$ cat src/inc/bmpc_pkg.sv
package bmpc_pkg;

    // timing base
    localparam int CLK_PERIOD_NS     = 50;
    localparam int CLK_FREQ_HZ       = 20000000;

    // burst timer: fixed 52 kHz, duty limit 50 %
    localparam int BURST_TIMER_FREQ_HZ = 52000;
    localparam int BURST_MAX_DUTY_PCT  = 50;
    localparam int BURST_PERIOD_CYC    = CLK_FREQ_HZ / BURST_TIMER_FREQ_HZ;
    localparam int BURST_ON_MAX_CYC    = (BURST_PERIOD_CYC * BURST_MAX_DUTY_PCT) / 100;

    // qualification and limit times
    localparam int VCC_OVP_NS        = 10000;
    localparam int VCC_OVP_CYC       = (VCC_OVP_NS + CLK_PERIOD_NS - 1) / CLK_PERIOD_NS;
    localparam int OVERLOAD_BLANK_MS = 30;
    localparam int OVERLOAD_BLANK_CYC = OVERLOAD_BLANK_MS * (CLK_FREQ_HZ / 1000);
    localparam int OUTPUT_OVP_BLANK_NS = 100000;
    localparam int OUTPUT_OVP_BLANK_CYC =
        (OUTPUT_OVP_BLANK_NS + CLK_PERIOD_NS - 1) / CLK_PERIOD_NS;
    localparam int SHORT_WINDING_BLANK_NS = 190;
    localparam int SHORT_WINDING_BLANK_CYC =
        (SHORT_WINDING_BLANK_NS + CLK_PERIOD_NS - 1) / CLK_PERIOD_NS;
    localparam int MAX_ON_TIME_NS    = 30000;
    localparam int MAX_ON_TIME_CYC   = MAX_ON_TIME_NS / CLK_PERIOD_NS;

    localparam int QUAL_W            = 20;
    localparam int BTMR_W            = 9;
    localparam int ONCNT_W           = 10;

    // valley counter load value on burst exit
    localparam logic [3:0] VALLEY_LOAD_VALUE = 4'h1;

    // register map (byte addresses)
    localparam logic [7:0] ADDR_STATUS = 8'h00;
    localparam logic [7:0] ADDR_MASK   = 8'h04;
    localparam logic [7:0] ADDR_STATE  = 8'h08;

    // event bit positions
    localparam int EV_VCC_OV    = 0;
    localparam int EV_VCC_UV    = 1;
    localparam int EV_OVERLOAD  = 2;
    localparam int EV_OVERTEMP  = 3;
    localparam int EV_OUT_OVP   = 4;
    localparam int EV_SHORT_WND = 5;
    localparam int EV_MAX_ON    = 6;
    localparam int EV_BURST_EXIT = 7;
    localparam int EV_W         = 8;

    localparam logic [EV_W-1:0] STATUS_RST = 8'h00;
    localparam logic [EV_W-1:0] MASK_RST   = 8'h00;

    typedef enum logic [1:0] {
        ST_CHARGE,
        ST_RUN,
        ST_AUTORESTART,
        ST_LATCHED
    } bmpc_state_t;

    // comparator indications from the power stage
    typedef struct packed {
        logic fb_above_burst_on;
        logic fb_below_burst_off;
        logic fb_above_leave_burst;
        logic cs_burst_limit;
        logic cs_short_winding;
        logic zc_output_ovp;
        logic vcc_over;
        logic vcc_below_off;
        logic vcc_above_on;
        logic vcc_below_pd;
        logic overtemp;
    } bmpc_cmp_t;

    localparam int CMP_W = $bits(bmpc_cmp_t);
    localparam logic [CMP_W-1:0] CMP_RST = 11'h000;

endpackage : bmpc_pkg

$ cat src/hdl/bmpc_qual.sv
`timescale 1ns/100ps
module bmpc_qual #(
    parameter int COUNT = 4
) (
    // clock and reset
    input  wire logic core_clk,
    input  wire logic rst,
    // indication
    input  wire logic level,
    input  wire logic enable,
    output logic      hit
);
    import bmpc_pkg::*;

    logic [QUAL_W-1:0] cnt_reg;

    // counter restarts as soon as the indication drops
    always_ff @(posedge core_clk or posedge rst) begin
        if (rst) begin
            cnt_reg <= '0;
        end else if (!(level && enable)) begin
            cnt_reg <= '0;
        end else if (cnt_reg != QUAL_W'(COUNT)) begin
            cnt_reg <= cnt_reg + 1'b1;
        end
    end

    assign hit = level && enable && (cnt_reg == QUAL_W'(COUNT - 1));

endmodule : bmpc_qual

$ cat src/hdl/bmpc_ctrl.sv
`timescale 1ns/100ps
// Operation
// - in halted burst, feedback above burst-on level re-enables bias and switching
// - burst turn-on comes from a fixed 52 kHz timer
// - burst on-pulse ends when current sense reaches burst limit
// - burst on-pulse ends at half the burst timer period
// - first of current limit or duty limit clears the gate flip-flop
// - feedback at burst-off level resets bias, halts switching until burst-on
// - feedback above leave-burst level exits burst, restoring full current limit
// - valley counter loaded with one immediately on burst exit
// - supply under/over-voltage resets, gate off, recharge, restart with soft-start
// - supply over-voltage for 10 us triggers auto restart, normal mode only
// - overload indication lasting 30 ms enters auto restart
// - overload timer inhibited in burst mode
// - output over-voltage during off-time for 100 us latches off
// - latch released only when supply falls below power-down level
// - over-temperature gives auto restart, ignored in burst mode
// - short-winding during on-time for 190 ns latches off, not in burst
// - latched: startup cell cycles between off and on levels, no switching
// - gate high past maximum on-time is forced off at once
module bmpc_ctrl #(
    parameter int OVERLOAD_CYC = bmpc_pkg::OVERLOAD_BLANK_CYC
) (
    // clock and reset
    input  wire logic              core_clk,
    input  wire logic              rst,
    // wishbone slave
    input  wire logic              wb_cyc_i,
    input  wire logic              wb_stb_i,
    input  wire logic              wb_we_i,
    input  wire logic [7:0]        wb_adr_i,
    input  wire logic [3:0]        wb_sel_i,
    input  wire logic [31:0]       wb_dat_i,
    output logic      [31:0]       wb_dat_o,
    output logic                   wb_ack_o,
    // power stage comparators
    input  wire bmpc_pkg::bmpc_cmp_t cmp_i,
    // mode and normal switching requests
    input  wire logic              burst_enter,
    input  wire logic              normal_turn_on,
    input  wire logic              normal_turn_off,
    // power stage controls
    output logic                   gate_drive,
    output logic                   bias_en,
    output logic                   startup_en,
    output logic                   soft_start,
    output logic                   burst_mode,
    output logic                   full_current_limit,
    output logic                   valley_load,
    output logic      [3:0]        valley_load_value,
    // interrupt
    output logic                   irq
);
    import bmpc_pkg::*;

    logic [CMP_W-1:0]  meta_reg;
    logic [CMP_W-1:0]  sync_reg;
    bmpc_cmp_t         cmp;
    bmpc_state_t       state_reg;
    logic              gate_reg;
    logic              burst_reg;
    logic              active_reg;
    logic              startup_reg;
    logic              soft_reg;
    logic              valley_reg;
    logic [BTMR_W-1:0] btmr_reg;
    logic [ONCNT_W-1:0] on_cnt_reg;
    logic [EV_W-1:0]   status_reg;
    logic [EV_W-1:0]   status_next;
    logic [EV_W-1:0]   mask_reg;
    logic [EV_W-1:0]   ev;
    logic [31:0]       rdata_reg;
    logic              ack_reg;
    logic              run;
    logic              hit_vcc_ov;
    logic              hit_olp;
    logic              hit_ovp;
    logic              hit_sw;
    logic              uv_fault;
    logic              otp_fault;
    logic              ar_fault;
    logic              latch_fault;
    logic              leave_burst;
    logic              burst_set;
    logic              burst_cs_off;
    logic              burst_duty_off;
    logic              max_on;
    logic              gate_set;
    logic              gate_clr;
    logic              wr;
    logic              rd;

    // two flops on every comparator before use
    always_ff @(posedge core_clk or posedge rst) begin
        if (rst) begin
            meta_reg <= CMP_RST;
            sync_reg <= CMP_RST;
        end else begin
            meta_reg <= cmp_i;
            sync_reg <= meta_reg;
        end
    end

    assign cmp = bmpc_cmp_t'(sync_reg);
    assign run = (state_reg == ST_RUN);

    // qualification timers
    bmpc_qual #(.COUNT(VCC_OVP_CYC)) u_vcc_ov (
        .core_clk (core_clk),
        .rst      (rst),
        .level    (cmp.vcc_over),
        .enable   (run && !burst_reg),
        .hit      (hit_vcc_ov)
    );

    bmpc_qual #(.COUNT(OVERLOAD_CYC)) u_olp (
        .core_clk (core_clk),
        .rst      (rst),
        .level    (cmp.fb_above_leave_burst),
        .enable   (run && !burst_reg),
        .hit      (hit_olp)
    );

    bmpc_qual #(.COUNT(OUTPUT_OVP_BLANK_CYC)) u_ovp (
        .core_clk (core_clk),
        .rst      (rst),
        .level    (cmp.zc_output_ovp),
        .enable   (run && !gate_reg),
        .hit      (hit_ovp)
    );

    bmpc_qual #(.COUNT(SHORT_WINDING_BLANK_CYC)) u_sw (
        .core_clk (core_clk),
        .rst      (rst),
        .level    (cmp.cs_short_winding),
        .enable   (run && gate_reg && !burst_reg),
        .hit      (hit_sw)
    );

    assign uv_fault    = run && cmp.vcc_below_off;
    assign otp_fault   = run && !burst_reg && cmp.overtemp;
    assign ar_fault    = hit_vcc_ov || hit_olp || uv_fault || otp_fault;
    assign latch_fault = hit_ovp || hit_sw;

    // protection state; latch beats auto restart
    always_ff @(posedge core_clk or posedge rst) begin
        if (rst) begin
            state_reg <= ST_CHARGE;
        end else begin
            case (state_reg)
                ST_CHARGE: begin
                    if (cmp.vcc_above_on) begin
                        state_reg <= ST_RUN;
                    end
                end
                ST_RUN: begin
                    if (latch_fault) begin
                        state_reg <= ST_LATCHED;
                    end else if (ar_fault) begin
                        state_reg <= ST_AUTORESTART;
                    end
                end
                ST_AUTORESTART: begin
                    if (cmp.vcc_below_off) begin
                        state_reg <= ST_CHARGE;
                    end
                end
                ST_LATCHED: begin
                    if (cmp.vcc_below_pd) begin
                        state_reg <= ST_CHARGE;
                    end
                end
                default: begin
                    state_reg <= ST_CHARGE;
                end
            endcase
        end
    end

    // startup cell control
    always_ff @(posedge core_clk or posedge rst) begin
        if (rst) begin
            startup_reg <= 1'b1;
        end else if (state_reg == ST_RUN) begin
            startup_reg <= 1'b0;
        end else if (cmp.vcc_below_off) begin
            startup_reg <= 1'b1;
        end else if (cmp.vcc_above_on) begin
            startup_reg <= 1'b0;
        end
    end

    // soft-start pulse on every restart
    always_ff @(posedge core_clk or posedge rst) begin
        if (rst) begin
            soft_reg <= 1'b0;
        end else begin
            soft_reg <= (state_reg == ST_CHARGE) && cmp.vcc_above_on;
        end
    end

    // burst mode flag
    assign leave_burst = burst_reg && cmp.fb_above_leave_burst;

    always_ff @(posedge core_clk or posedge rst) begin
        if (rst) begin
            burst_reg <= 1'b0;
        end else if (!run || leave_burst) begin
            burst_reg <= 1'b0;
        end else if (burst_enter) begin
            burst_reg <= 1'b1;
        end
    end

    // valley counter load strobe, same cycle burst clears
    always_ff @(posedge core_clk or posedge rst) begin
        if (rst) begin
            valley_reg <= 1'b0;
        end else begin
            valley_reg <= run && leave_burst;
        end
    end

    // hysteretic bias on/off inside burst
    always_ff @(posedge core_clk or posedge rst) begin
        if (rst) begin
            active_reg <= 1'b0;
        end else if (!burst_reg) begin
            active_reg <= 1'b0;
        end else if (cmp.fb_above_burst_on) begin
            active_reg <= 1'b1;
        end else if (cmp.fb_below_burst_off) begin
            active_reg <= 1'b0;
        end
    end

    // burst timer runs only while burst is active, held at zero while halted, wraps each period
    always_ff @(posedge core_clk or posedge rst) begin
        if (rst) begin
            btmr_reg <= '0;
        end else if (!active_reg || btmr_reg == BTMR_W'(BURST_PERIOD_CYC - 1)) begin
            btmr_reg <= '0;
        end else begin
            btmr_reg <= btmr_reg + 1'b1;
        end
    end

    // max on-time counter
    always_ff @(posedge core_clk or posedge rst) begin
        if (rst) begin
            on_cnt_reg <= '0;
        end else if (!gate_reg) begin
            on_cnt_reg <= '0;
        end else begin
            on_cnt_reg <= on_cnt_reg + 1'b1;
        end
    end

    assign burst_set      = active_reg && btmr_reg == '0;
    assign burst_cs_off   = burst_reg && cmp.cs_burst_limit;
    assign burst_duty_off = burst_reg && btmr_reg >= BTMR_W'(BURST_ON_MAX_CYC);
    assign max_on         = on_cnt_reg >= ONCNT_W'(MAX_ON_TIME_CYC - 1);
    assign gate_set       = run && (burst_reg ? burst_set : normal_turn_on);
    assign gate_clr       = !run || burst_cs_off || burst_duty_off || max_on || latch_fault
                            || ar_fault || (burst_reg && !active_reg)
                            || (!burst_reg && normal_turn_off);

    // clear has priority: any turn-off reason wins
    always_ff @(posedge core_clk or posedge rst) begin
        if (rst) begin
            gate_reg <= 1'b0;
        end else if (gate_clr) begin
            gate_reg <= 1'b0;
        end else if (gate_set) begin
            gate_reg <= 1'b1;
        end
    end

    assign gate_drive         = gate_reg;
    assign bias_en            = run && (!burst_reg || active_reg);
    assign startup_en         = startup_reg;
    assign soft_start         = soft_reg;
    assign burst_mode         = burst_reg;
    assign full_current_limit = !burst_reg;
    assign valley_load        = valley_reg;
    assign valley_load_value  = VALLEY_LOAD_VALUE;

    // events
    always_comb begin
        ev = '0;
        ev[EV_VCC_OV]     = run && hit_vcc_ov;
        ev[EV_VCC_UV]     = uv_fault;
        ev[EV_OVERLOAD]   = run && hit_olp;
        ev[EV_OVERTEMP]   = otp_fault;
        ev[EV_OUT_OVP]    = run && hit_ovp;
        ev[EV_SHORT_WND]  = run && hit_sw;
        ev[EV_MAX_ON]     = gate_reg && max_on;
        ev[EV_BURST_EXIT] = run && leave_burst;
    end

    // wishbone: one wait state, ack drops the cycle after
    assign wr = wb_cyc_i && wb_stb_i && wb_we_i && !ack_reg;
    assign rd = wb_cyc_i && wb_stb_i && !wb_we_i && !ack_reg;

    always_ff @(posedge core_clk or posedge rst) begin
        if (rst) begin
            ack_reg <= 1'b0;
        end else begin
            ack_reg <= wb_cyc_i && wb_stb_i && !ack_reg;
        end
    end

    // write-one-to-clear; a new event beats the clear
    always_comb begin
        status_next = status_reg;
        if (wr && wb_sel_i[0] && wb_adr_i == ADDR_STATUS) begin
            status_next = status_reg & ~wb_dat_i[EV_W-1:0];
        end
        status_next = status_next | ev;
    end

    always_ff @(posedge core_clk or posedge rst) begin
        if (rst) begin
            status_reg <= STATUS_RST;
        end else begin
            status_reg <= status_next;
        end
    end

    always_ff @(posedge core_clk or posedge rst) begin
        if (rst) begin
            mask_reg <= MASK_RST;
        end else if (wr && wb_sel_i[0] && wb_adr_i == ADDR_MASK) begin
            mask_reg <= wb_dat_i[EV_W-1:0];
        end
    end

    // unmapped reads return zero
    always_ff @(posedge core_clk or posedge rst) begin
        if (rst) begin
            rdata_reg <= '0;
        end else if (rd) begin
            if (wb_adr_i == ADDR_STATUS) begin
                rdata_reg <= {24'h000000, status_reg};
            end else if (wb_adr_i == ADDR_MASK) begin
                rdata_reg <= {24'h000000, mask_reg};
            end else if (wb_adr_i == ADDR_STATE) begin
                rdata_reg <= {24'h000000, startup_reg, bias_en, active_reg, burst_reg,
                              gate_reg, 1'b0, state_reg};
            end else begin
                rdata_reg <= '0;
            end
        end
    end

    assign wb_dat_o = rdata_reg;
    assign wb_ack_o = ack_reg;
    assign irq      = |(status_reg & mask_reg);

    // checks
    AST_BURST_ON_TIMER: assert property (@(posedge core_clk) disable iff (rst)
        $rose(gate_reg) && burst_reg |-> $past(btmr_reg) == '0)
        else $error("burst turn-on not aligned to timer");

    AST_BURST_CS_OFF: assert property (@(posedge core_clk) disable iff (rst)
        gate_reg && burst_reg && cmp.cs_burst_limit |=> !gate_reg)
        else $error("burst current limit did not end pulse");

    AST_BURST_DUTY: assert property (@(posedge core_clk) disable iff (rst)
        gate_reg && burst_reg |-> btmr_reg <= BTMR_W'(BURST_ON_MAX_CYC))
        else $error("burst on-time exceeded half period");

    AST_BURST_HALT: assert property (@(posedge core_clk) disable iff (rst)
        burst_reg && !active_reg |=> !gate_reg)
        else $error("switching while burst halted");

    AST_BURST_RESUME: assert property (@(posedge core_clk) disable iff (rst)
        burst_reg && run && cmp.fb_above_burst_on && !leave_burst |=> active_reg && bias_en)
        else $error("burst did not resume above burst-on level");

    AST_LEAVE_BURST: assert property (@(posedge core_clk) disable iff (rst)
        run && leave_burst |=> !burst_reg && full_current_limit && valley_load)
        else $error("burst exit or valley load missing");

    AST_VCC_OV_BURST: assert property (@(posedge core_clk) disable iff (rst)
        burst_reg |-> !hit_vcc_ov && !hit_olp && !otp_fault)
        else $error("normal-only protection acted in burst");

    AST_OLP_AR: assert property (@(posedge core_clk) disable iff (rst)
        run && hit_olp && !latch_fault |=> state_reg == ST_AUTORESTART && !gate_reg)
        else $error("overload did not enter auto restart");

    AST_LATCH_HOLD: assert property (@(posedge core_clk) disable iff (rst)
        state_reg == ST_LATCHED && !cmp.vcc_below_pd |=> state_reg == ST_LATCHED)
        else $error("latch released early");

    AST_LATCH_NO_GATE: assert property (@(posedge core_clk) disable iff (rst)
        state_reg == ST_LATCHED |-> !gate_reg)
        else $error("switching while latched");

    AST_MAX_ON: assert property (@(posedge core_clk) disable iff (rst)
        gate_reg |-> on_cnt_reg < ONCNT_W'(MAX_ON_TIME_CYC))
        else $error("gate exceeded maximum on-time");

    AST_SW_LATCH: assert property (@(posedge core_clk) disable iff (rst)
        run && gate_reg && !burst_reg && cmp.cs_short_winding [*4] |=> state_reg == ST_LATCHED)
        else $error("short winding did not latch");

endmodule : bmpc_ctrl

$ cat config.mk
export PLATFORM = sky130hd
export DESIGN_NAME = bmpc_ctrl
export DESIGN_NICKNAME = d
export VERILOG_FILES = /design/src/inc/bmpc_pkg.sv /design/src/hdl/bmpc_qual.sv /design/src/hdl/bmpc_ctrl.sv
export SDC_FILE = /design/constraint.sdc
export NUM_CORES = 1
export LEC_CHECK = 0
export BUFFER_PORTS_ARGS = -buffer_cell sky130_fd_sc_hd__buf_2
export CAP_MARGIN = 20
export CELL_PAD_IN_SITES_DETAIL_PLACEMENT = 1
export CELL_PAD_IN_SITES_GLOBAL_PLACEMENT = 1
export CORE_ASPECT_RATIO = 0.9
export CORE_MARGIN = 2
export CORE_UTILIZATION = 34
export DETAILED_ROUTE_END_ITERATION = 6
export PLACE_DENSITY_LB_ADDON = 0.1
export SYNTH_ARGS = -nofsm -noshare
export SYNTH_HDL_FRONTEND = slang
export SYNTH_SLANG_ARGS = --single-unit
$ cat constraint.sdc
create_clock -name core_clk -period 5.4 [get_ports core_clk]
set_input_delay 0.81 -clock core_clk [delete_from_list [all_inputs] [get_ports core_clk]]
set_output_delay 0.81 -clock core_clk [all_outputs]
set_load 0.02 [all_outputs]
==> results of run 1 <==
## through the flow
stage	area [um2]	power (mW)	util (%)	worst slack, ns
floorplan	7815	1.521	-	0.4419
global placement	8184	1.627	36.57	2.616
detailed placement	8184	1.642	36.57	2.607
CTS	8802	2.938	39.33	2.816
global route	8802	3.017	39.33	2.653
finish	8802	2.889	39.33	2.889
## cell usage after synthesis, drive strengths merged, types with 3 or more instances
| library cell | number | share of area [%] |
|---|---|---|
| a211o | 3 | 0.34 |
| a21oi | 51 | 3.3 |
| a22oi | 4 | 0.39 |
| and2 | 13 | 1.1 |
| and3 | 10 | 0.81 |
| and4 | 10 | 1.1 |
| buf | 30 | 2.8 |
| clkbuf | 19 | 0.92 |
| dfrtp | 153 | 50 |
| ha | 11 | 1.8 |
| inv | 33 | 1.6 |
| mux2 | 9 | 1.3 |
| mux2i | 14 | 1.8 |
| nand2 | 51 | 2.5 |
| nand2b | 7 | 0.57 |
| nand3 | 43 | 2.8 |
| nand4 | 25 | 2.0 |
| nand4b | 3 | 0.34 |
| nor2 | 67 | 3.3 |
| nor2b | 11 | 0.89 |
| nor3 | 23 | 1.5 |
| nor3b | 3 | 0.29 |
| nor4 | 22 | 1.9 |
| o21ai | 36 | 2.3 |
| o31ai | 11 | 1.1 |
| or3 | 28 | 2.3 |
| or4 | 16 | 1.7 |
| or4b | 3 | 0.39 |
| xnor2 | 23 | 2.6 |
| xor2 | 25 | 2.8 |
## power by group through the flow
stage	sequential (mW)	clock, mW	combinational (mW)
final	1.28	1.28	0.331
after global routing	1.29	1.36	0.371
after floorplan	1.26	0	0.257
after CTS	1.28	1.32	0.340
after global placement	1.30	0	0.326
after detailed placement	1.30	0	0.338
## cell families after synthesis
kind of cell,share of synthesized area (%)
AOI/OAI and AO/OA,9.712
xor gates and xnor gates,5.447
adders and majority gates,1.783
buffers and inverters,5.366
DFF,49.95
muxes,3.129
other,0.09731
and+or+nand+nor,24.51
## layout make-up
type                    count  share of cell area (%)
repair buffers             55                   3.213
well taps                 297                   4.222
multi-input cells         581                   40.28
clock buffers              23                   5.430
flip-flops and latches    154                   43.80
clock inverters             7                   1.592
inverters                  33                   1.464
## layer usage
layer / up-vias / wire length, um / GRT usage, %
met2: 94 / 9499 / 28.81
met1: 3032 / 9408 / 23.62
met4: 0 / 174 / 4.513
met5: - / 0 / 0
li1: 2878 / - / -
met3: 15 / 707 / 3.303
## how the worst max path moves through the flow
stage               endpoint    startpoint  cells after the start  slack, ns
3_5_place_dp   status_reg[6]   wb_adr_i[1]                      5       2.61
5_1_grt           gate_drive    burst_mode                      4       2.65
3_3_place_gp     mask_reg[1]   wb_adr_i[1]                      5       2.62
2_1_floorplan     active_reg           rst                      1       0.44
6_report             bias_en  state_reg[1]                      3       2.89
4_1_cts              bias_en  state_reg[1]                      3       2.82
==> flow_metrics.env, run 1 <==
export IMPL_cp_num_buf_inv=1
export IMPL_mostFrequentLayoutCells="sky130_fd_sc_hd__dfrtp_1 (153), sky130_fd_sc_hd__nor2_1 (67), sky130_fd_sc_hd__buf_2 (52), sky130_fd_sc_hd__a21oi_1 (51), sky130_fd_sc_hd__nand2_1 (51)"
export IMPL_slowest_stage="sky130_fd_sc_hd__dfrtp_1"
export IMPL_global_route_usage_total_pct=17.45
export IMPL_cp_arrival_ns=1.70
export IMPL_pwr_share_clk_pct=44.2
export IMPL_antenna_found_initial=0
export IMPL_antenna_diode_count=0
export IMPL_p_leak_nw=3.647
export IMPL_first_iter_violations=251
export IMPL_timing_final_max_slew_violations=0
export IMPL_total_nets_final=916
export IMPL_switching_share_of_total_power_pct=26.88
export IMPL_setup_violations_final=0
export IMPL_fp_row_count=52
export IMPL_cts_buffers_inserted=17
export IMPL_dieWidth_um=162.8
export IMPL_r2r_worst_path_cells=4
export IMPL_period_needed_ns=2.511
export IMPL_ctsLongestPathBuffers=2
export IMPL_grt_max_degree=74
export IMPL_sequentialPowerShare_pct=44.3
export IMPL_synth_seq_area_share_pct=49.95
export IMPL_mappedNetlistArea_mm2=0.007717
export IMPL_sequential_cell_area_mm2=0.003855
export IMPL_type_of_element_capturing_the_critical_path="primary output"
export IMPL_hp_class="in -> async"
export IMPL_critical_path_peak_fanout=11
export IMPL_timing_critical_path_max_delay_family="flip-flops"
export IMPL_grt_remaining_overflow=0
export IMPL_pwr_dens_mw_per_mm2=328.2
export IMPL_worst_hold_slack_ns=0.2933
export IMPL_cts_sink_count=154
export IMPL_fmaxAchievable_ghz=0.3982
export IMPL_start_kind="flop"
export IMPL_p_int_mw=2.112
export IMPL_routed_wirelength_normalized_by_instance_count_um=17.21
export IMPL_initial_core_util_pct=34.48
export IMPL_design_die_area_mm2=0.02392
export IMPL_synth_async_reset_ratio_pct=100.0
export IMPL_clkSlewWorstSetupHoldPaths_ns=0.07
export IMPL_totalNegativeSetupSlack_ns=0
export IMPL_post_route_antenna_net_violation_count=0
export IMPL_synth_edff_count=0
export IMPL_max_cap_violations=0
export IMPL_routed_via_count=6019
export IMPL_layoutNonFillerInstCount=1150
export IMPL_cts_repair_resized=0
export IMPL_dp_cells=1120
export IMPL_placement_io_buffers=52
export IMPL_area_delta_synth_final_pct=14.06
export IMPL_share_comb_of_total_power_pct=11.5
export IMPL_gpl_final_weighted_congestion=0.7669
export IMPL_drt_total_wl_mm=19.79
export IMPL_post_route_period_util_pct=46.50
export IMPL_status="completed"
export IMPL_root_buffer="sky130_fd_sc_hd__clkbuf_16"
export IMPL_clock_skew_ns=0.01695
export IMPL_grt_pass1_vias=6372
export IMPL_worst_slew_margin_rel_pct=36.68
export IMPL_post_cts_hold_buffers=0
export IMPL_multi_input_comb_area_mm2=0.003546
export IMPL_fill_cells=2590
export IMPL_grt_first_pass_wirelength_mm=33.35
export IMPL_finalHoldViolations=0
export IMPL_vdd_ir_drop_max_uv=191.1
export IMPL_timing_critical_path_required_ns=4.59
export IMPL_via_density_per_instance=5.234
export IMPL_critical_path_cell_chain="nand2b_1 -> a21oi_1 -> buf_2"
export IMPL_postSynthAreaPerCell_um2=9.757
export IMPL_dominantRegCellSynth="sky130_fd_sc_hd__dfrtp_1"
export IMPL_htree_num_levels=4
export IMPL_cts_tree="done"
export IMPL_cpPeakStageDelay_ns=0.52
export IMPL_remaining_drc_errors=0
export IMPL_unrepaired_setup_endpoints_after_global_routing="false"
export IMPL_hpwl_mm=13.99
export IMPL_reg2reg_slack_ns=3.01
export IMPL_max_slew_worst_pin_slew_ns=0.9498
export IMPL_dieHeight_um=146.9
export IMPL_reg2reg_to="gate_drive"
export IMPL_top_level_ports=108
export IMPL_drtPass1Iterations=4
export IMPL_critical_path_class="reg -> out"
export IMPL_synth_distinct_cells=63
export IMPL_final_common_cell="sky130_fd_sc_hd__dfrtp_1"
export IMPL_synth_seq_cells=154
export IMPL_core_area_mm2=0.02238
export IMPL_syn_inst=791
export IMPL_drive_gt1_share_pct=12.31
export IMPL_critical_path_reg2reg_startpoint="burst_mode"
export IMPL_clock_latency_of_the_later_clocked_register_in_the_worst_skew_pair_ns=0.43
export IMPL_synth_warning_count=0
export IMPL_net_switching_power_uw=776.6
export IMPL_cts_repair_timing_setup_buffer_count=0
(Power assumes the default switching activity.)
==> inputs of run 2 (changes only) <==
Clock period 5.4 ns to 2.2 ns, I/O delays scaled along.
==> run 2 against run 1 <==
Against the previous run:
- die area unchanged
- global-route usage increased by 0.82 points
- non-clock buffer count increased by 45
- setup slack got worse by 2.8 ns
- register-to-register slack got worse by 2.9 ns
- sequential power increased by 140%
- hold slack got worse by 0.28 ns
- first-iteration DRC count decreased by 5.6%
- largest cell class unchanged
- highest routed layer unchanged
==> flow_metrics.env, run 2 (synthesis gave the netlist of run 1 again) <==
export IMPL_critical_path_class="reg -> out"
export IMPL_cp_endpoint="bias_en"
export IMPL_grt_remaining_overflow=0
export IMPL_cts_tree="done"
export IMPL_ctsLongestPathBuffers=2
export IMPL_drtPass1Iterations=4
export IMPL_top_level_ports=108
export IMPL_max_slew_worst_pin_slew_ns=0.7359
export IMPL_placement_io_buffers=52
export IMPL_hpwl_mm=15.20
export IMPL_net_switching_power_mw=2.106
export IMPL_drive_gt1_share_pct=16.78
export IMPL_setup_violations_final=0
export IMPL_area_delta_synth_final_pct=19.24
export IMPL_core_area_mm2=0.02238
export IMPL_cp_startpoint="state_reg[1]"
export IMPL_clock_latency_of_the_later_clocked_register_in_the_worst_skew_pair_ns=0.43
export IMPL_final_area_mm2=0.009203
export IMPL_reg2reg_slack_ns=0.13
export IMPL_period_needed_ns=2.111
export IMPL_worst_hold_slack_ns=0.01002
export IMPL_layout_core_utilization_pct=41.12
export IMPL_antenna_diode_count=0
export IMPL_dieWidth_um=162.8
export IMPL_fin_total_pwr_mw=7.034
export IMPL_post_route_antenna_net_violation_count=0
export IMPL_routed_wirelength_normalized_by_instance_count_um=17.26
export IMPL_antenna_found_initial=0
export IMPL_start_kind="flop"
export IMPL_pwr_dens_mw_per_mm2=764.3
export IMPL_cts_buffers_inserted=17
export IMPL_final_common_cell="sky130_fd_sc_hd__dfrtp_1"
export IMPL_grt_max_degree=39
export IMPL_max_cap_violations=0
export IMPL_cp_arrival_ns=1.78
export IMPL_post_route_period_util_pct=95.95
export IMPL_dpl_cell_area_mm2=0.008483
export IMPL_final_critical_path_setup_slack_ns=0.08913
export IMPL_drt_total_wl_mm=20.66
export IMPL_timing_critical_path_required_ns=1.87
export IMPL_type_of_element_capturing_the_critical_path="primary output"
export IMPL_initial_core_util_pct=34.48
export IMPL_pwr_share_clk_pct=41.5
export IMPL_grt_pass1_vias=6599
export IMPL_remaining_drc_errors=0
export IMPL_fp_row_count=52
export IMPL_critical_path_reg2reg_startpoint="u_ovp.cnt_reg[11]"
export IMPL_r2r_worst_path_cells=4
export IMPL_routed_via_count=6180
export IMPL_cts_sink_count=154
export IMPL_via_density_per_instance=5.163
export IMPL_status="completed"
export IMPL_gpl_final_weighted_congestion=0.7761
export IMPL_p_leak_nw=3.852
export IMPL_layoutNonFillerInstCount=1197
export IMPL_p_int_mw=4.928
export IMPL_worst_slew_margin_rel_pct=50.84
export IMPL_timing_final_max_slew_violations=0
export IMPL_design_die_area_mm2=0.02392
export IMPL_dp_cells=1155
export IMPL_mostFrequentLayoutCells="sky130_fd_sc_hd__dfrtp_1 (153), sky130_fd_sc_hd__nor2_1 (67), sky130_fd_sc_hd__buf_2 (52), sky130_fd_sc_hd__a21oi_1 (51), sky130_fd_sc_hd__nand2_1 (51)"
export IMPL_dp_worst_slack_ns=-0.1783
export IMPL_first_iter_violations=237
export IMPL_fmaxAchievable_ghz=0.4737
export IMPL_total_nets_final=961
export IMPL_root_buffer="sky130_fd_sc_hd__clkbuf_16"
export IMPL_reg2reg_to="u_ovp.cnt_reg[1]"
export IMPL_clock_skew_ns=0.006125
export IMPL_unrepaired_setup_endpoints_after_global_routing="false"
export IMPL_sequentialPowerShare_pct=44.0
export IMPL_finalHoldViolations=0
export IMPL_grt_first_pass_wirelength_mm=34.32
export IMPL_global_route_usage_total_pct=18.26
export IMPL_totalNegativeSetupSlack_ns=0
export IMPL_hp_class="in -> async"
export IMPL_htree_num_levels=4
export IMPL_clkSlewWorstSetupHoldPaths_ns=0.07
export IMPL_critical_path_peak_fanout=6
export IMPL_share_comb_of_total_power_pct=14.5
export IMPL_dieHeight_um=146.9
export IMPL_switching_share_of_total_power_pct=29.94
export IMPL_vdd_ir_drop_max_uv=314.6
run 2: cell types whose count changed in the layout (fill, tap and decap cells not counted), moves of 3 or more:
| cell | before | now |
|---|---|---|
| sky130_fd_sc_hd__buf_12 | 0 | 3 |
| sky130_fd_sc_hd__dlygate4sd3_1 | 0 | 10 |
| sky130_fd_sc_hd__clkinvlp_4 | 2 | 5 |
| sky130_fd_sc_hd__buf_4 | 3 | 35 |
| sky130_fd_sc_hd__clkinv_4 | 0 | 4 |
| sky130_fd_sc_hd__bufinv_16 | 4 | 1 |
| sky130_fd_sc_hd__clkbuf_1 | 3 | 0 |
run 2: how the worst min path moves through the flow:
stage                     start                 to  slack (ns)  depth (start not counted)
floorplan           meta_reg[0]             cmp[0]        0.33                          0
global placement    meta_reg[9]             cmp[9]        0.34                          0
detailed placement  meta_reg[4]             cmp[4]        0.35                          0
CTS                    cmp_i[3]        meta_reg[3]        0.02                          1
global route           cmp_i[3]        meta_reg[3]        0.03                          1
finish                      rst  u_ovp.cnt_reg[16]        0.01                          2
run 2: final cells by class:
cell class                 instances  area (um2)
sequential                       154        3855
clock buffer                      18       439.2
inverter                          33       127.6
tap                              297       371.6
timing repair buffer             100       683.2
fill                            2558       13180
clock inverter                    14       140.1
multi-input combinational        581        3586
run 2: per-layer routing:
metal | vias up | track usage, % | wire length [um]
met5 | - | 0 | 0
met3 | 18 | 3.840 | 552
li1 | 2970 | - | -
met1 | 3121 | 24.55 | 9883
met4 | 0 | 4.823 | 219
met2 | 71 | 30.04 | 10010
run 2: power groups by stage:
stage	combinational, mW	sequential, mW	clock [mW]
finish	1.02	3.09	2.92
global route	1.13	3.11	3.12
CTS	1.02	3.09	2.99
detailed placement	1.00	3.14	0
global placement	0.959	3.14	0
floorplan	0.632	3.10	0
run 2: worst max-delay path: stages (launching register included):
cell                       delay [ns]
sky130_fd_sc_hd__dfrtp_1         0.47
sky130_fd_sc_hd__buf_4           0.20
sky130_fd_sc_hd__nand2b_1        0.18
sky130_fd_sc_hd__a21oi_1         0.27
sky130_fd_sc_hd__buf_2           0.23
run 2: repair_timing:
action / in CTS / in global routing
setup endpoints to repair: 1 / 7
hold buffers: 10 / 0
resized for setup: 1 / 6
pin swaps: 0 / 1
buffers inserted: 0 / 0
endpoints found under the hold margin: 10 / 0
==> inputs of run 3 (changes only) <==
Settings changed: ABC_AREA set to 1.
==> run 3 against run 2 <==
Against the previous run:
- hold slack improved by 0.021 ns
- utilization shrank 0.37 points
- clock skew rose by 0.012 ns
- non-clock buffer count fell by 24
- combinational power grew 5%
- largest power group is now clock
- highest routed layer unchanged
==> flow_metrics.env, run 3 <==
export IMPL_final_critical_path_setup_slack_ns=0.3580
export IMPL_synthDominantAreaCellType="sky130_fd_sc_hd__dfrtp_1"
export IMPL_period_needed_ns=1.842
export IMPL_grt_max_degree=60
export IMPL_fp_row_count=52
export IMPL_dpl_cell_area_mm2=0.008514
export IMPL_slowest_stage="sky130_fd_sc_hd__dfrtp_1"
export IMPL_design_die_area_mm2=0.02450
export IMPL_area_delta_synth_final_pct=16.62
export IMPL_cp_startpoint="state_reg[0]"
export IMPL_p_leak_nw=4.259
export IMPL_critical_path_reg2reg_startpoint="state_reg[1]"
export IMPL_critical_path_peak_fanout=5
export IMPL_post_synth_most_frequent_cells="sky130_fd_sc_hd__nand2_1 (183), sky130_fd_sc_hd__dfrtp_1 (153), sky130_fd_sc_hd__nor2_1 (136), sky130_fd_sc_hd__inv_1 (133), sky130_fd_sc_hd__o21ai_0 (66)"
export IMPL_cts_repair_timing_setup_buffer_count=0
export IMPL_antenna_diode_count=0
export IMPL_cts_sink_count=154
export IMPL_clock_latency_of_the_later_clocked_register_in_the_worst_skew_pair_ns=0.43
export IMPL_critical_path_class="reg -> out"
export IMPL_top_level_ports=108
export IMPL_unrepaired_setup_endpoints_after_global_routing="false"
export IMPL_layoutNonFillerInstCount=1377
export IMPL_drt_total_wl_mm=19.68
export IMPL_pwr_dens_mw_per_mm2=790.6
export IMPL_reg2reg_to="u_sw.cnt_reg[17]"
export IMPL_reg2reg_slack_ns=0.41
export IMPL_critical_path_cell_chain="inv_2 -> nor2_4 -> nand2_1 -> inv_1 -> buf_2"
export IMPL_htree_num_levels=4
export IMPL_cp_num_buf_inv=3
export IMPL_cts_repair_resized=0
export IMPL_cp_endpoint="bias_en"
export IMPL_wl_met1_mm=10.06
export IMPL_post_cts_hold_buffers=9
export IMPL_post_route_antenna_net_violation_count=0
export IMPL_placement_io_buffers=52
export IMPL_clock_skew_ns=0.01765
export IMPL_hp_class="in -> reg"
export IMPL_global_route_usage_total_pct=17.47
export IMPL_detailroute_wirelength_met3_um=509
export IMPL_vdd_ir_drop_max_uv=539.1
export IMPL_grt_first_pass_wirelength_mm=34.02
export IMPL_netlist_top_cells_area="sky130_fd_sc_hd__dfrtp_1 (48%), sky130_fd_sc_hd__nand2_1 (8.7%), sky130_fd_sc_hd__nor2_1 (6.5%)"
export IMPL_finalHoldViolations=0
export IMPL_synth_warning_count=0
export IMPL_timing_final_max_slew_violations=0
export IMPL_core_area_mm2=0.02264
export IMPL_setup_violations_final=0
export IMPL_via_density_per_instance=4.742
export IMPL_routed_via_count=6530
export IMPL_max_cap_violations=0
export IMPL_fmaxAchievable_ghz=0.5429
export IMPL_final_area_mm2=0.009225
export IMPL_synth_most_common_cell="sky130_fd_sc_hd__nand2_1"
export IMPL_r2r_worst_path_cells=8
export IMPL_dieHeight_um=148.7
export IMPL_dominantRegCellSynth="sky130_fd_sc_hd__dfrtp_1"
export IMPL_remaining_drc_errors=0
export IMPL_root_buffer="sky130_fd_sc_hd__clkbuf_16"
export IMPL_synth_distinct_cells=46
export IMPL_timing_critical_path_required_ns=1.87
export IMPL_dieWidth_um=164.8
export IMPL_final_common_cell="sky130_fd_sc_hd__nand2_1"
export IMPL_synth_top_area_share_pct=48.40
export IMPL_routed_wirelength_normalized_by_instance_count_um=14.29
export IMPL_met2_length_mm=8.914
export IMPL_ctsLongestPathBuffers=2
export IMPL_route_top_layer_used="met4"
export IMPL_synth_async_reset_ratio_pct=100.0
export IMPL_cts_tree="done"
export IMPL_synth_seq_cells=154
export IMPL_type_of_element_capturing_the_critical_path="primary output"
export IMPL_first_iter_violations=320
export IMPL_total_nets_final=1142
export IMPL_status="completed"
export IMPL_gpl_final_weighted_congestion=0.7703
export IMPL_timing_critical_path_max_delay_family="flip-flops"
export IMPL_cts_buffers_inserted=17
export IMPL_postSynthAreaPerCell_um2=8.039
export IMPL_synth_edff_count=0
export IMPL_dp_cells=1337
export IMPL_start_kind="flop"
export IMPL_totalNegativeSetupSlack_ns=0
export IMPL_dp_worst_slack_ns=0.4059
export IMPL_synth_seq_area_share_pct=48.73
export IMPL_critical_path_cell_count=5
export IMPL_syn_inst=984
export IMPL_clkSlewWorstSetupHoldPaths_ns=0.06
export IMPL_mappedNetlistArea_mm2=0.007910
export IMPL_hpwl_mm=14.62
export IMPL_mostFrequentLayoutCells="sky130_fd_sc_hd__nand2_1 (183), sky130_fd_sc_hd__dfrtp_1 (153), sky130_fd_sc_hd__nor2_1 (136), sky130_fd_sc_hd__inv_1 (132), sky130_fd_sc_hd__o21ai_0 (66)"
export IMPL_drive_gt1_share_pct=14.07
export IMPL_fill_cells=2774
export IMPL_cp_arrival_ns=1.51
export IMPL_grt_remaining_overflow=0
export IMPL_layout_core_utilization_pct=40.74
export IMPL_post_route_period_util_pct=83.73
export IMPL_antenna_found_initial=0
export IMPL_grt_pass1_vias=6817
export IMPL_initial_core_util_pct=34.94
export IMPL_cpPeakStageDelay_ns=0.44
export IMPL_drtPass1Iterations=5
==> run 3: cell types whose count changed after synthesis, sizes merged, moves of 21 or more <==
cell and change:
nor2 +85, nand2 +146, xor2 -21, o21ai +43, xnor2 -22, or3 -28
nor3 +28, inv +109
==> run 3: worst min-delay path by stage <==
| stage | startpoint | end | slack (ns) | cells after the start |
|---|---|---|---|---|
| finish | cmp_i[6] | meta_reg[6] | 0.03 | 1 |
| global placement | meta_reg[7] | cmp[7] | 0.33 | 0 |
| detailed placement | meta_reg[10] | cmp[10] | 0.34 | 0 |
| CTS | cmp_i[6] | meta_reg[6] | 0.003 | 1 |
| floorplan | meta_reg[0] | cmp[0] | 0.33 | 0 |
| global route | cmp_i[6] | meta_reg[6] | 0.02 | 1 |
==> run 3: cell type report <==
| type | count | area [um2] | area share [%] |
|---|---|---|---|
| Inverter | 143 | 548.0 | 5.941 |
| Multi-Input combinational cell | 676 | 3329 | 36.09 |
| Timing Repair Buffer | 76 | 500.5 | 5.425 |
| Tap cell | 297 | 371.6 | 4.028 |
| Clock inverter | 7 | 138.9 | 1.505 |
| Sequential cell | 154 | 3855 | 41.79 |
| Clock buffer | 24 | 481.7 | 5.222 |
==> run 3: kinds of logic after synthesis <==
family / after synthesis / share of synthesized area (%)
other cells: 2 / 0.09494
fa+ha+maj: 11 / 1.740
flops: 154 / 48.73
buf+inv: 180 / 10.41
xor+xnor: 5 / 0.5536
compound gates: 154 / 10.47
simple gates: 478 / 28.00
==> run 3: power breakdown <==
part           leakage [nW]  internal [mW]  switching, mW
clock network         0.304           1.98           1.17
logic                  1.92          0.332          0.734
registers              2.03           2.96          0.115
==> run 3: metrics by stage <==
stage,hold WS (ns),power [mW]
after detailed placement,0.3363,4.209
after floorplan,0.3312,3.863
after global routing,0.01672,7.647
after global placement,0.3335,4.197
final,0.03055,7.293
after CTS,0.002597,7.429
==> run 3: routing by layer <==
metal	vias to the layer above	GRT usage (%)
met1	3148	24.52
met5	-	0
met4	0	4.217
met3	14	3.123
met2	86	28.05
li1	3282	-
